==> src/ccb_params.svh <==
// Offsets, field positions, reset values and timing counts for the charger control bits
`ifndef CCB_PARAMS_SVH
`define CCB_PARAMS_SVH

// ****************************************
// Register offsets
// ****************************************
`define CCB_OFS_CTRL_FOUR 8'h13
`define CCB_OFS_CTRL_FIVE 8'h14

// ****************************************
// Control four field positions and resets
// ****************************************
`define CCB_C4_DET_REQ_BIT 1
`define CCB_C4_OCP_EN_BIT 0
`define CCB_C4_DET_REQ_RST 1'h0
`define CCB_C4_OCP_EN_RST 1'h1

// ****************************************
// Control five field positions and resets
// ****************************************
`define CCB_C5_FITTED_BIT 7
`define CCB_C5_RSVD_BIT 6
`define CCB_C5_SENSE_BIT 5
`define CCB_C5_LIMIT_HI 4
`define CCB_C5_LIMIT_LO 3
`define CCB_C5_IIN_BIT 2
`define CCB_C5_EXT_BIT 1
`define CCB_C5_BATOC_BIT 0
`define CCB_C5_RESET 8'h16
`define CCB_C5_FITTED_RST 1'h0
`define CCB_C5_SENSE_RST 1'h0
`define CCB_C5_LIMIT_RST 2'h2
`define CCB_C5_IIN_RST 1'h1
`define CCB_C5_EXT_RST 1'h1
`define CCB_C5_BATOC_RST 1'h0

// ****************************************
// Discharge limit codes and currents in amps
// ****************************************
`define CCB_LIMIT_3A 2'h0
`define CCB_LIMIT_4A 2'h1
`define CCB_LIMIT_5A 2'h2
`define CCB_LIMIT_OFF 2'h3

// ****************************************
// Timing
// ****************************************
`define CCB_CLK_PERIOD_NS 40
`define CCB_HALT_SETTLE_NS 2000
`define CCB_HALT_SETTLE_CYC ((`CCB_HALT_SETTLE_NS + `CCB_CLK_PERIOD_NS - 1) / `CCB_CLK_PERIOD_NS)

`endif

==> src/ccb_pkg.sv <==
// Types shared by the charger control bits design
package ccb_pkg;

    typedef logic [7:0] ccb_addr_t;
    typedef logic [7:0] ccb_data_t;

    // Gray coded along idle, halt, sample, update
    typedef enum logic [1:0] {
        CCB_DET_IDLE   = 2'h0,
        CCB_DET_HALT   = 2'h1,
        CCB_DET_SAMPLE = 2'h3,
        CCB_DET_UPDATE = 2'h2
    } ccb_det_state_t;

endpackage

==> src/ccb_ctrl_regs.sv <==
// Charger control four (bits 1:0) and control five register logic
`timescale 1ns/1ns
`include "ccb_params.svh"

module ccb_ctrl_regs #(
    parameter int ADC_W = 12,
    parameter int SETTLE_CYC = `CCB_HALT_SETTLE_CYC
) (
    // Clock and reset
    input wire logic mclk,
    input wire logic nrst,
    // Register port from the serial interface engine
    input wire ccb_pkg::ccb_addr_t reg_addr,
    input wire ccb_pkg::ccb_data_t reg_wdata,
    input wire logic reg_wr,
    input wire logic reg_rd,
    output ccb_pkg::ccb_data_t reg_rdata,
    // Reset sources, same clock
    input wire logic register_reset,
    input wire logic watchdog_expiry,
    // Analog comparator, asynchronous
    input wire logic battery_above_minimum_system_voltage,
    // Ship switch fields held in another register
    input wire logic ship_switch_force_off_raw,
    input wire logic [1:0] ship_switch_control_raw,
    output logic ship_switch_force_off,
    output logic [1:0] ship_switch_control,
    // Converter and ADC for detection
    output logic converter_halt,
    output logic adc_start,
    input wire logic adc_done,
    input wire logic [ADC_W-1:0] adc_code,
    output logic threshold_wr,
    output logic [ADC_W-1:0] threshold_data,
    // Field outputs to the charger core
    output logic input_voltage_limit_detect_request,
    output logic input_overcurrent_protect_enable,
    output logic ship_switch_fitted,
    output logic battery_discharge_overcurrent_enable,
    output logic discharge_sense_enable,
    output logic discharge_limit_disabled,
    output logic [2:0] discharge_limit_amps,
    output logic internal_input_current_limit_enable,
    output logic external_current_limit_enable
);
    import ccb_pkg::*;

    // ****************************************
    // Helpers
    // ****************************************
    function automatic logic [2:0] limit_amps(input logic [1:0] code);
        unique case (code)
            `CCB_LIMIT_3A: limit_amps = 3'h3;
            `CCB_LIMIT_4A: limit_amps = 3'h4;
            `CCB_LIMIT_5A: limit_amps = 3'h5;
            `CCB_LIMIT_OFF: limit_amps = 3'h0;
        endcase
    endfunction

    // ****************************************
    // State
    // ****************************************
    logic vbat_meta_ff, vbat_ok_ff;
    logic det_req_ff, nxt_det_req;
    logic ocp_en_ff, nxt_ocp_en;
    logic fitted_ff, nxt_fitted;
    logic sense_ff, nxt_sense;
    logic [1:0] limit_ff, nxt_limit;
    logic iin_ff, nxt_iin;
    logic ext_ff, nxt_ext;
    logic batoc_ff, nxt_batoc;
    logic sfo_ff, nxt_sfo;
    logic [1:0] sctl_ff, nxt_sctl;
    logic lim_off_ff, nxt_lim_off;
    logic [2:0] lim_amps_ff, nxt_lim_amps;
    ccb_data_t rdata_ff, nxt_rdata;
    logic det_busy, det_done;
    logic wr4, wr5;

    assign wr4 = reg_wr && (reg_addr == `CCB_OFS_CTRL_FOUR);
    assign wr5 = reg_wr && (reg_addr == `CCB_OFS_CTRL_FIVE);

    // ****************************************
    // Detection sequencer
    // ****************************************
    ccb_vdet_seq #(
        .ADC_W(ADC_W),
        .SETTLE_CYC(SETTLE_CYC)
    ) u_seq (
        .mclk(mclk),
        .nrst(nrst),
        // Request still reads 1 in the done cycle; gate it so no second run starts
        .start(det_req_ff && !det_busy && !det_done),
        .abort(register_reset),
        .busy(det_busy),
        .done(det_done),
        .converter_halt(converter_halt),
        .adc_start(adc_start),
        .adc_done(adc_done),
        .adc_code(adc_code),
        .threshold_wr(threshold_wr),
        .threshold_data(threshold_data)
    );

    // ****************************************
    // Next register values
    // ****************************************
    always_comb begin
        nxt_det_req = det_req_ff;
        nxt_ocp_en = ocp_en_ff;
        nxt_fitted = fitted_ff;
        nxt_sense = sense_ff;
        nxt_limit = limit_ff;
        nxt_iin = iin_ff;
        nxt_ext = ext_ff;
        nxt_batoc = batoc_ff;
        if (register_reset) begin
            nxt_det_req = `CCB_C4_DET_REQ_RST;
            nxt_ocp_en = `CCB_C4_OCP_EN_RST;
            nxt_fitted = `CCB_C5_FITTED_RST;
            nxt_sense = `CCB_C5_SENSE_RST;
            nxt_limit = `CCB_C5_LIMIT_RST;
            nxt_iin = `CCB_C5_IIN_RST;
            nxt_ext = `CCB_C5_EXT_RST;
            nxt_batoc = `CCB_C5_BATOC_RST;
        end else begin
            // Watchdog leaves request, protect enable, fitted and pin enable alone
            if (watchdog_expiry) begin
                nxt_sense = `CCB_C5_SENSE_RST;
                nxt_limit = `CCB_C5_LIMIT_RST;
                nxt_iin = `CCB_C5_IIN_RST;
                nxt_batoc = `CCB_C5_BATOC_RST;
            end
            // Clear first so a same-cycle accepted write keeps the request
            if (det_done) begin
                nxt_det_req = 1'h0;
            end
            if (wr4) begin
                // Writing 0 cannot cancel a running detection
                if (reg_wdata[`CCB_C4_DET_REQ_BIT] && vbat_ok_ff) begin
                    nxt_det_req = 1'h1;
                end
                nxt_ocp_en = reg_wdata[`CCB_C4_OCP_EN_BIT];
            end
            // A write in the watchdog cycle wins, software saw the newer state
            if (wr5) begin
                nxt_fitted = reg_wdata[`CCB_C5_FITTED_BIT];
                nxt_sense = reg_wdata[`CCB_C5_SENSE_BIT];
                nxt_limit = reg_wdata[`CCB_C5_LIMIT_HI:`CCB_C5_LIMIT_LO];
                nxt_iin = reg_wdata[`CCB_C5_IIN_BIT];
                nxt_ext = reg_wdata[`CCB_C5_EXT_BIT];
                nxt_batoc = reg_wdata[`CCB_C5_BATOC_BIT];
            end
        end
        if (!nxt_fitted) begin
            nxt_batoc = 1'h0;
        end
    end

    // ****************************************
    // Derived outputs and read data
    // ****************************************
    always_comb begin
        nxt_sfo = ship_switch_force_off_raw & fitted_ff;
        nxt_sctl = fitted_ff ? ship_switch_control_raw : 2'h0;
        nxt_lim_off = (limit_ff == `CCB_LIMIT_OFF);
        nxt_lim_amps = limit_amps(limit_ff);
        nxt_rdata = rdata_ff;
        if (reg_rd) begin
            unique case (reg_addr)
                `CCB_OFS_CTRL_FOUR: nxt_rdata = {6'h00, det_req_ff, ocp_en_ff};
                `CCB_OFS_CTRL_FIVE: nxt_rdata = {fitted_ff, 1'h0, sense_ff, limit_ff,
                    iin_ff, ext_ff, batoc_ff};
                default: nxt_rdata = 8'h00;
            endcase
        end
    end

    // ****************************************
    // Registers
    // ****************************************
    always_ff @(posedge mclk or negedge nrst) begin
        if (!nrst) begin
            vbat_meta_ff <= 1'h0;
            vbat_ok_ff <= 1'h0;
            det_req_ff <= `CCB_C4_DET_REQ_RST;
            ocp_en_ff <= `CCB_C4_OCP_EN_RST;
            fitted_ff <= `CCB_C5_FITTED_RST;
            sense_ff <= `CCB_C5_SENSE_RST;
            limit_ff <= `CCB_C5_LIMIT_RST;
            iin_ff <= `CCB_C5_IIN_RST;
            ext_ff <= `CCB_C5_EXT_RST;
            batoc_ff <= `CCB_C5_BATOC_RST;
            sfo_ff <= 1'h0;
            sctl_ff <= 2'h0;
            lim_off_ff <= 1'h0;
            lim_amps_ff <= 3'h5;
            rdata_ff <= 8'h00;
        end else begin
            vbat_meta_ff <= battery_above_minimum_system_voltage;
            vbat_ok_ff <= vbat_meta_ff;
            det_req_ff <= nxt_det_req;
            ocp_en_ff <= nxt_ocp_en;
            fitted_ff <= nxt_fitted;
            sense_ff <= nxt_sense;
            limit_ff <= nxt_limit;
            iin_ff <= nxt_iin;
            ext_ff <= nxt_ext;
            batoc_ff <= nxt_batoc;
            sfo_ff <= nxt_sfo;
            sctl_ff <= nxt_sctl;
            lim_off_ff <= nxt_lim_off;
            lim_amps_ff <= nxt_lim_amps;
            rdata_ff <= nxt_rdata;
        end
    end

    assign reg_rdata = rdata_ff;
    assign input_voltage_limit_detect_request = det_req_ff;
    assign input_overcurrent_protect_enable = ocp_en_ff;
    assign ship_switch_fitted = fitted_ff;
    assign battery_discharge_overcurrent_enable = batoc_ff;
    assign discharge_sense_enable = sense_ff;
    assign discharge_limit_disabled = lim_off_ff;
    assign discharge_limit_amps = lim_amps_ff;
    assign internal_input_current_limit_enable = iin_ff;
    assign external_current_limit_enable = ext_ff;
    assign ship_switch_force_off = sfo_ff;
    assign ship_switch_control = sctl_ff;

endmodule

==> src/ccb_vdet_seq.sv <==
// Input voltage limit detection sequencer: halt, sample, update
`timescale 1ns/1ns
`include "ccb_params.svh"

module ccb_vdet_seq #(
    parameter int ADC_W = 12,
    parameter int SETTLE_CYC = `CCB_HALT_SETTLE_CYC
) (
    // Clock and reset
    input wire logic mclk,
    input wire logic nrst,
    // Control
    input wire logic start,
    input wire logic abort,
    output logic busy,
    output logic done,
    // Converter and converter ADC
    output logic converter_halt,
    output logic adc_start,
    input wire logic adc_done,
    input wire logic [ADC_W-1:0] adc_code,
    // Threshold register update
    output logic threshold_wr,
    output logic [ADC_W-1:0] threshold_data
);
    import ccb_pkg::*;

    localparam int CNT_W = $clog2(SETTLE_CYC + 1);
    localparam logic [CNT_W-1:0] SETTLE_LAST = CNT_W'(SETTLE_CYC - 1);

    ccb_det_state_t state_ff, nxt_state;
    logic [CNT_W-1:0] cnt_ff, nxt_cnt;
    logic halt_ff, nxt_halt;
    logic adc_start_ff, nxt_adc_start;
    logic thr_wr_ff, nxt_thr_wr;
    logic [ADC_W-1:0] thr_data_ff, nxt_thr_data;
    logic done_ff, nxt_done;

    always_comb begin
        nxt_state = state_ff;
        nxt_cnt = cnt_ff;
        nxt_halt = halt_ff;
        nxt_adc_start = 1'h0;
        nxt_thr_wr = 1'h0;
        nxt_thr_data = thr_data_ff;
        nxt_done = 1'h0;
        if (abort) begin
            nxt_state = CCB_DET_IDLE;
            nxt_halt = 1'h0;
            nxt_cnt = '0;
        end else begin
            unique case (state_ff)
                CCB_DET_IDLE: begin
                    if (start) begin
                        nxt_state = CCB_DET_HALT;
                        nxt_halt = 1'h1;
                        nxt_cnt = '0;
                    end
                end
                CCB_DET_HALT: begin
                    // Let input current decay before sampling the bus
                    if (cnt_ff == SETTLE_LAST) begin
                        nxt_state = CCB_DET_SAMPLE;
                        nxt_adc_start = 1'h1;
                    end else begin
                        nxt_cnt = cnt_ff + CNT_W'(1);
                    end
                end
                CCB_DET_SAMPLE: begin
                    if (adc_done) begin
                        nxt_state = CCB_DET_UPDATE;
                        nxt_thr_data = adc_code;
                        nxt_thr_wr = 1'h1;
                    end
                end
                CCB_DET_UPDATE: begin
                    nxt_state = CCB_DET_IDLE;
                    nxt_halt = 1'h0;
                    nxt_done = 1'h1;
                end
            endcase
        end
    end

    always_ff @(posedge mclk or negedge nrst) begin
        if (!nrst) begin
            state_ff <= CCB_DET_IDLE;
            cnt_ff <= '0;
            halt_ff <= 1'h0;
            adc_start_ff <= 1'h0;
            thr_wr_ff <= 1'h0;
            thr_data_ff <= '0;
            done_ff <= 1'h0;
        end else begin
            state_ff <= nxt_state;
            cnt_ff <= nxt_cnt;
            halt_ff <= nxt_halt;
            adc_start_ff <= nxt_adc_start;
            thr_wr_ff <= nxt_thr_wr;
            thr_data_ff <= nxt_thr_data;
            done_ff <= nxt_done;
        end
    end

    assign busy = (state_ff != CCB_DET_IDLE);
    assign done = done_ff;
    assign converter_halt = halt_ff;
    assign adc_start = adc_start_ff;
    assign threshold_wr = thr_wr_ff;
    assign threshold_data = thr_data_ff;

endmodule

==> config.mk <==
export PLATFORM = sky130hd
export DESIGN_NAME = ccb_ctrl_regs
export DESIGN_NICKNAME = d
export VERILOG_FILES = /design/src/ccb_pkg.sv /design/src/ccb_ctrl_regs.sv /design/src/ccb_vdet_seq.sv
export VERILOG_INCLUDE_DIRS = /design/src
export SDC_FILE = /design/constraint.sdc
export NUM_CORES = 1
export LEC_CHECK = 0
export BUFFER_PORTS_ARGS = -buffer_cell sky130_fd_sc_hd__buf_2
export CAP_MARGIN = 15
export CORE_ASPECT_RATIO = 0.9
export CORE_MARGIN = 3
export CORE_UTILIZATION = 49
export CTS_CLUSTER_DIAMETER = 50
export CTS_CLUSTER_SIZE = 12
export DETAILED_ROUTE_END_ITERATION = 12
export GPL_TIMING_DRIVEN = 0
export PLACE_DENSITY = 0.79
export SLEW_MARGIN = 20
export SYNTH_ARGS = -nofsm -noshare
export SYNTH_HDL_FRONTEND = slang
export SYNTH_SLANG_ARGS = --single-unit
==> constraint.sdc <==
create_clock -name mclk -period 1.9 [get_ports mclk]
set_input_delay 0.38 -clock mclk [delete_from_list [all_inputs] [get_ports mclk]]
set_output_delay 0.38 -clock mclk [all_outputs]
set_load 0.01 [all_outputs]
==> report_table.html <==
<table>
<tr><th>Metric</th><th>Value</th></tr>
<tr><th colspan="2">Power</th></tr>
<tr><td>Leakage power summed over all cells</td><td>1.392 nW</td></tr>
<tr><td>Sw power</td><td>0.0003930 W</td></tr>
<tr><td>Internal Dissipation</td><td>approximately 0.0013 W</td></tr>
<tr><td>Worst VDD drop</td><td>0.4680 mV</td></tr>
<tr><td>Sw Share</td><td>22.63%</td></tr>
<tr><td>Relative contribution of the clock network to total power</td><td>34.5%</td></tr>
<tr><td>Gate power share</td><td>under 10%</td></tr>
<tr><td>Power per cell area</td><td>658.9 nW/um^2</td></tr>
<tr><td>Share of total power in sequential cells</td><td>60.3%</td></tr>
<tr><th colspan="2">Clocking</th></tr>
<tr><td>Post-CTS Hold Buffers</td><td>0</td></tr>
<tr><td>Number of clock sinks</td><td>49</td></tr>
<tr><td>TritonCTS clock tree</td><td>yes</td></tr>
<tr><td>Maximum root-to-sink buffer count</td><td>2</td></tr>
<tr><td>CTS H-tree lvls</td><td>2</td></tr>
<tr><td>TritonCTS Buffers</td><td>5</td></tr>
<tr><td>Cell at the root of the clock tree</td><td>clkbuf_8</td></tr>
<tr><td>Post-CTS setup buffers</td><td>0</td></tr>
<tr><td>Clock-pin slew on the worst setup and hold paths</td><td>0.09 ns</td></tr>
<tr><td>Clock insertion delay at the later pin of the skew report</td><td>0.30 ns</td></tr>
<tr><td>Resized cells post-CTS</td><td>0</td></tr>
<tr><th colspan="2">Run</th></tr>
<tr><td>Max-capacitance violation count</td><td>0</td></tr>
<tr><th colspan="2">Floorplan</th></tr>
<tr><td>Std-Cell Core Area</td><td>4129 sq um</td></tr>
<tr><td>Top Ports</td><td>76</td></tr>
<tr><td>Die Span Y</td><td>68.47 microns</td></tr>
<tr><td>Std cell rows</td><td>22</td></tr>
<tr><td>Die ar.</td><td>a little over 5000 sq um</td></tr>
<tr><td>Floorplan die width</td><td>75.41 microns</td></tr>
<tr><td>Initial cell density of the core</td><td>51.45%</td></tr>
<tr><th colspan="2">Layout</th></tr>
<tr><td>Final std cell area, no fill</td><td>2635 sq um</td></tr>
<tr><td>Combined flip-flop and latch cell area</td><td>1234 sq um</td></tr>
<tr><td>Count of nets after finishing</td><td>307</td></tr>
<tr><td>Layout Area Growth over Synthesis</td><td>24.03%</td></tr>
<tr><td>Number of fill cells in the layout</td><td>349</td></tr>
<tr><td>Fraction of final layout cells sized beyond drive strength 1</td><td>roughly 42%</td></tr>
<tr><td>ANT cells</td><td>0</td></tr>
<tr><td>Multi-input logic area</td><td>789.5 sq um</td></tr>
<tr><th colspan="2">STA</th></tr>
<tr><td>Hold Fails Final Rpt</td><td>0</td></tr>
<tr><td>Least-Margin Pin Slew</td><td>between 0.5 and 0.6 ns</td></tr>
<tr><td>Achievable clock frequency</td><td>0.6293 GHz</td></tr>
<tr><td>Rel. slew slack</td><td>between 60 and 70%</td></tr>
<tr><td>Count of endpoints failing setup in the final report</td><td>0</td></tr>
<tr><td>Post-route fraction of the period consumed by the critical path</td><td>about 84%</td></tr>
<tr><td>Setup repair after global routing missed its margin</td><td>no</td></tr>
<tr><td>Number of max-slew violations in the final report</td><td>0</td></tr>
<tr><td>Clock period minus worst slack</td><td>1.589 ns</td></tr>
<tr><td>Layout Skew</td><td>0.002337 ns</td></tr>
<tr><td>Hold Slack</td><td>0.07177 ns</td></tr>
<tr><td>Setup TNS after final layout</td><td>0 ns</td></tr>
<tr><th colspan="2">Yosys</th></tr>
<tr><td>Count of yosys warnings during synthesis</td><td>0</td></tr>
<tr><td>Multiplexer area fraction after synthesis</td><td>under 10%</td></tr>
<tr><td>Share of the yosys chip area belonging to registers</td><td>58.07%</td></tr>
<tr><td>Post-synth cell types</td><td>42</td></tr>
<tr><td>Syn avg cell area</td><td>11.55 sq um</td></tr>
<tr><td>Async set-reset flop share out of synthesis</td><td>100.0%</td></tr>
<tr><td>Combinational family with the most area after synthesis</td><td>simple AND/OR/NAND/NOR gates</td></tr>
<tr><td>Share of Yosys cell area claimed by the top area cell type</td><td>between 50% and 60%</td></tr>
<tr><td>Post-synthesis share of cell area spent on and, or, nand and nor gates</td><td>16.14%</td></tr>
<tr><td>Total of flip-flops plus latches after synthesis</td><td>49</td></tr>
<tr><td>Net Count, Synth</td><td>228</td></tr>
<tr><td>Post-Synth Adder-Cell Area</td><td>roughly 2.9%</td></tr>
<tr><td>Post-synth EDFFs</td><td>0</td></tr>
<tr><td>Compound-Gate Fraction of Synth Area</td><td>around a tenth</td></tr>
<tr><td>Mapped Cells</td><td>184</td></tr>
<tr><td>Most used standard cells in the synthesized netlist</td><td>dfrtp_1 (43), inv_1 (15), mux2_2 (13)</td></tr>
<tr><td>Netlist area before placement</td><td>2125 sq um</td></tr>
<tr><td>Main flop type after synthesis</td><td>dfrtp_1</td></tr>
<tr><td>Most frequently used cell type in the post-synthesis netlist</td><td>dfrtp_1</td></tr>
<tr><td>Largest area contributor in the netlist</td><td>dfrtp_1</td></tr>
<tr><td>Leading post-synthesis cells by cell area</td><td>dfrtp_1 (51%), dfstp_2 (7.4%), mux2_2 (6.9%), ha_1 (2.9%), inv_1 (2.7%)</td></tr>
<tr><td>Post-synthesis xor/xnor area fraction</td><td>0%</td></tr>
<tr><th colspan="2">Worst setup path</th></tr>
<tr><td>Slowest-stage cell, CP</td><td>dfrtp_1</td></tr>
<tr><td>CP cell instances</td><td>ha_1, nand3_1, o221ai_1, or3_1, a21boi_0</td></tr>
<tr><td>Endpoint type of the worst setup path</td><td>flip-flop</td></tr>
<tr><td>Req. time, crit path</td><td>2.13 ns</td></tr>
<tr><td>Max FO, Critical Path</td><td>5</td></tr>
<tr><td>Type of origin of the critical path</td><td>flip-flop</td></tr>
<tr><td>Peak per-stage delay on the critical path</td><td>0.43 ns</td></tr>
<tr><td>Data arrival at the endpoint of the critical path</td><td>1.81 ns</td></tr>
<tr><td>Worst Reg2Reg Path Length in Cells</td><td>5</td></tr>
<tr><td>Critical path class</td><td>flip-flop to flip-flop</td></tr>
<tr><th colspan="2">Outcome</th></tr>
<tr><td>Result of the run</td><td>completed</td></tr>
<tr><th colspan="2">Global route</th></tr>
<tr><td>First-pass GRT wire length</td><td>between 6000 and 7000 microns</td></tr>
<tr><td>Pin count of the biggest net entering global routing</td><td>50</td></tr>
<tr><td>Number of antenna violations at the first check in global routing</td><td>0</td></tr>
<tr><td>Sum of overflow across all layers after global routing</td><td>0</td></tr>
<tr><td>Vias in the first global route</td><td>~1500</td></tr>
<tr><td>GRT Overall Usage</td><td>17.23%</td></tr>
<tr><th colspan="2">Drt</th></tr>
<tr><td>DRT antenna net count</td><td>0</td></tr>
<tr><td>First-pass DRT Iterations</td><td>4</td></tr>
<tr><td>Post-route DRC violation count</td><td>0</td></tr>
<tr><td>Via count of the routed design</td><td>1619</td></tr>
<tr><td>Total Routed Length</td><td>about 4300 microns</td></tr>
<tr><td>Iter 0 DRT Violations</td><td>74</td></tr>
<tr><td>Via density per instance</td><td>5.189</td></tr>
<tr><td>Average wire length per cell after detail routing</td><td>around 14 microns</td></tr>
<tr><th colspan="2">Placement</th></tr>
<tr><td>Detailed placement HPWL</td><td>3247 microns</td></tr>
<tr><td>Number of input and output port buffers inserted</td><td>72</td></tr>
<tr><td>Placer congestion estimate</td><td>around 0.82</td></tr>
<tr><td>Instance area after placement</td><td>2545 sq um</td></tr>
<tr><th colspan="2">Worst hold path</th></tr>
<tr><td>Hold Path Class</td><td>primary input to async pin</td></tr>
</table>
-- layout make-up --
cell class / count / share of cell area (%)
clock inverter: 2 / 0.5698
inverter: 15 / 2.137
buffer: 8 / 1.709
clock buffer: 6 / 2.754
timing repair buffer: 72 / 13.77
tap: 48 / 2.279
sequential: 49 / 46.82
multi-input combinational: 112 / 29.96
-- final timing paths --
| kind | slack (ns) | startpoint | to |
|---|---|---|---|
| min | 0.07 | nrst | reg_rdata[0] |
| max | 0.31 | u_seq.cnt_ff[0] | u_seq.cnt_ff[4] |
| min in group mclk | 0.18 | battery_above_minimum_system_voltage | vbat_meta_ff |
| max reg2reg | 0.31 | u_seq.cnt_ff[0] | u_seq.cnt_ff[4] |
| min reg2reg | 0.36 | vbat_meta_ff | vbat_ok_ff |
| max in group asynchronous | 1.43 | nrst | u_seq.threshold_data[3] |
-- worst max-delay path, delay by kind of cell, from the launching register on --
kind / cells / cell delay [ns]
AO/OA/AOI/OAI: 2 / 0.34
adder cells (fa/ha/maj): 1 / 0.25
flip-flops: 1 / 0.43
AND/OR/NAND/NOR: 2 / 0.48
-- power groups by stage --
| stage | clock, W | sequential, W | combinational, W |
|---|---|---|---|
| after global routing | 0.000660 | 0.00105 | 0.000101 |
| after CTS | 0.000620 | 0.00105 | 0.0000920 |
| after detailed placement | 0 | 0.00107 | 0.0000918 |
| after global placement | 0 | 0.00107 | 0.0000908 |
| after floorplan | 0 | 0.00107 | 0.0000235 |
| final | 0.000600 | 0.00105 | 0.0000901 |
-- metal layers --
metal | vias to the layer above | track usage [%] | part of all wire, %
li1 | 793 | - | -
met1 | 766 | 21.88 | 46
met2 | 54 | 27.91 | 46
met3 | 6 | 4.405 | 6.5
met4 | 0 | 7.205 | 1.2
met5 | - | 0 | 0
-- sequential cells by signal (all words and copies together), names as in the netlist --
signal	cells
battery_discharge_overcurrent_enable	1
u_seq.cnt_ff	6
u_seq.adc_start	1
external_current_limit_enable	1
u_seq.threshold_data	12
u_seq.state_ff	2
u_seq.threshold_wr	1
input_overcurrent_protect_enable	1
u_seq.converter_halt	1
limit_ff	2
discharge_limit_amps	3
ship_switch_fitted	1
ship_switch_force_off	1
reg_rdata	7
discharge_limit_disabled	1
ship_switch_control	2
vbat_meta_ff	1
internal_input_current_limit_enable	1
input_voltage_limit_detect_request	1
u_seq.done	1
vbat_ok_ff	1
discharge_sense_enable	1
-- metrics by stage --
stage                     util (%)  std cells  total power, W  worst slack (ns)
after floorplan                  -        184        0.001091            0.3163
after global routing         63.82        312        0.001808            0.1630
final                        63.82        312        0.001736            0.3108
after global placement       61.64        304        0.001157            0.1698
after detailed placement     61.64        304        0.001159            0.1560
after CTS                    63.76        312        0.001758            0.3050
-- cells in the final DEF (no fill, tap or decap), types with 2 or more instances in the layout --
master and n:
nor3b_1 2, nand2b_1 3, mux2i_1 3, ha_1 5
o221ai_1 3, nand4_1 3, inv_1 15, nor3_1 8
clkinvlp_4 2, and2_1 3, a21o_1 2, nor2_1 12
mux2_2 13, nand3_1 6, nand2_1 12, o221a_2 2
nand4b_1 2, clkbuf_1 4, buf_2 74, dfrtp_1 43
clkbuf_8 5, buf_4 2, dfstp_2 6, o21ai_0 8
a21oi_1 7
-- kinds of logic (layout without fill, tap and decap cells) --
logic type,after synthesis,count (layout)
and+or+nand+nor,60,60
DFF,49,49
AOI/OAI and AO/OA,30,30
buffers and inverters,23,103
muxes,16,16
adders and majority gates,5,5
other,1,1
No activity file was read; power rests on OpenSTA's default activity.
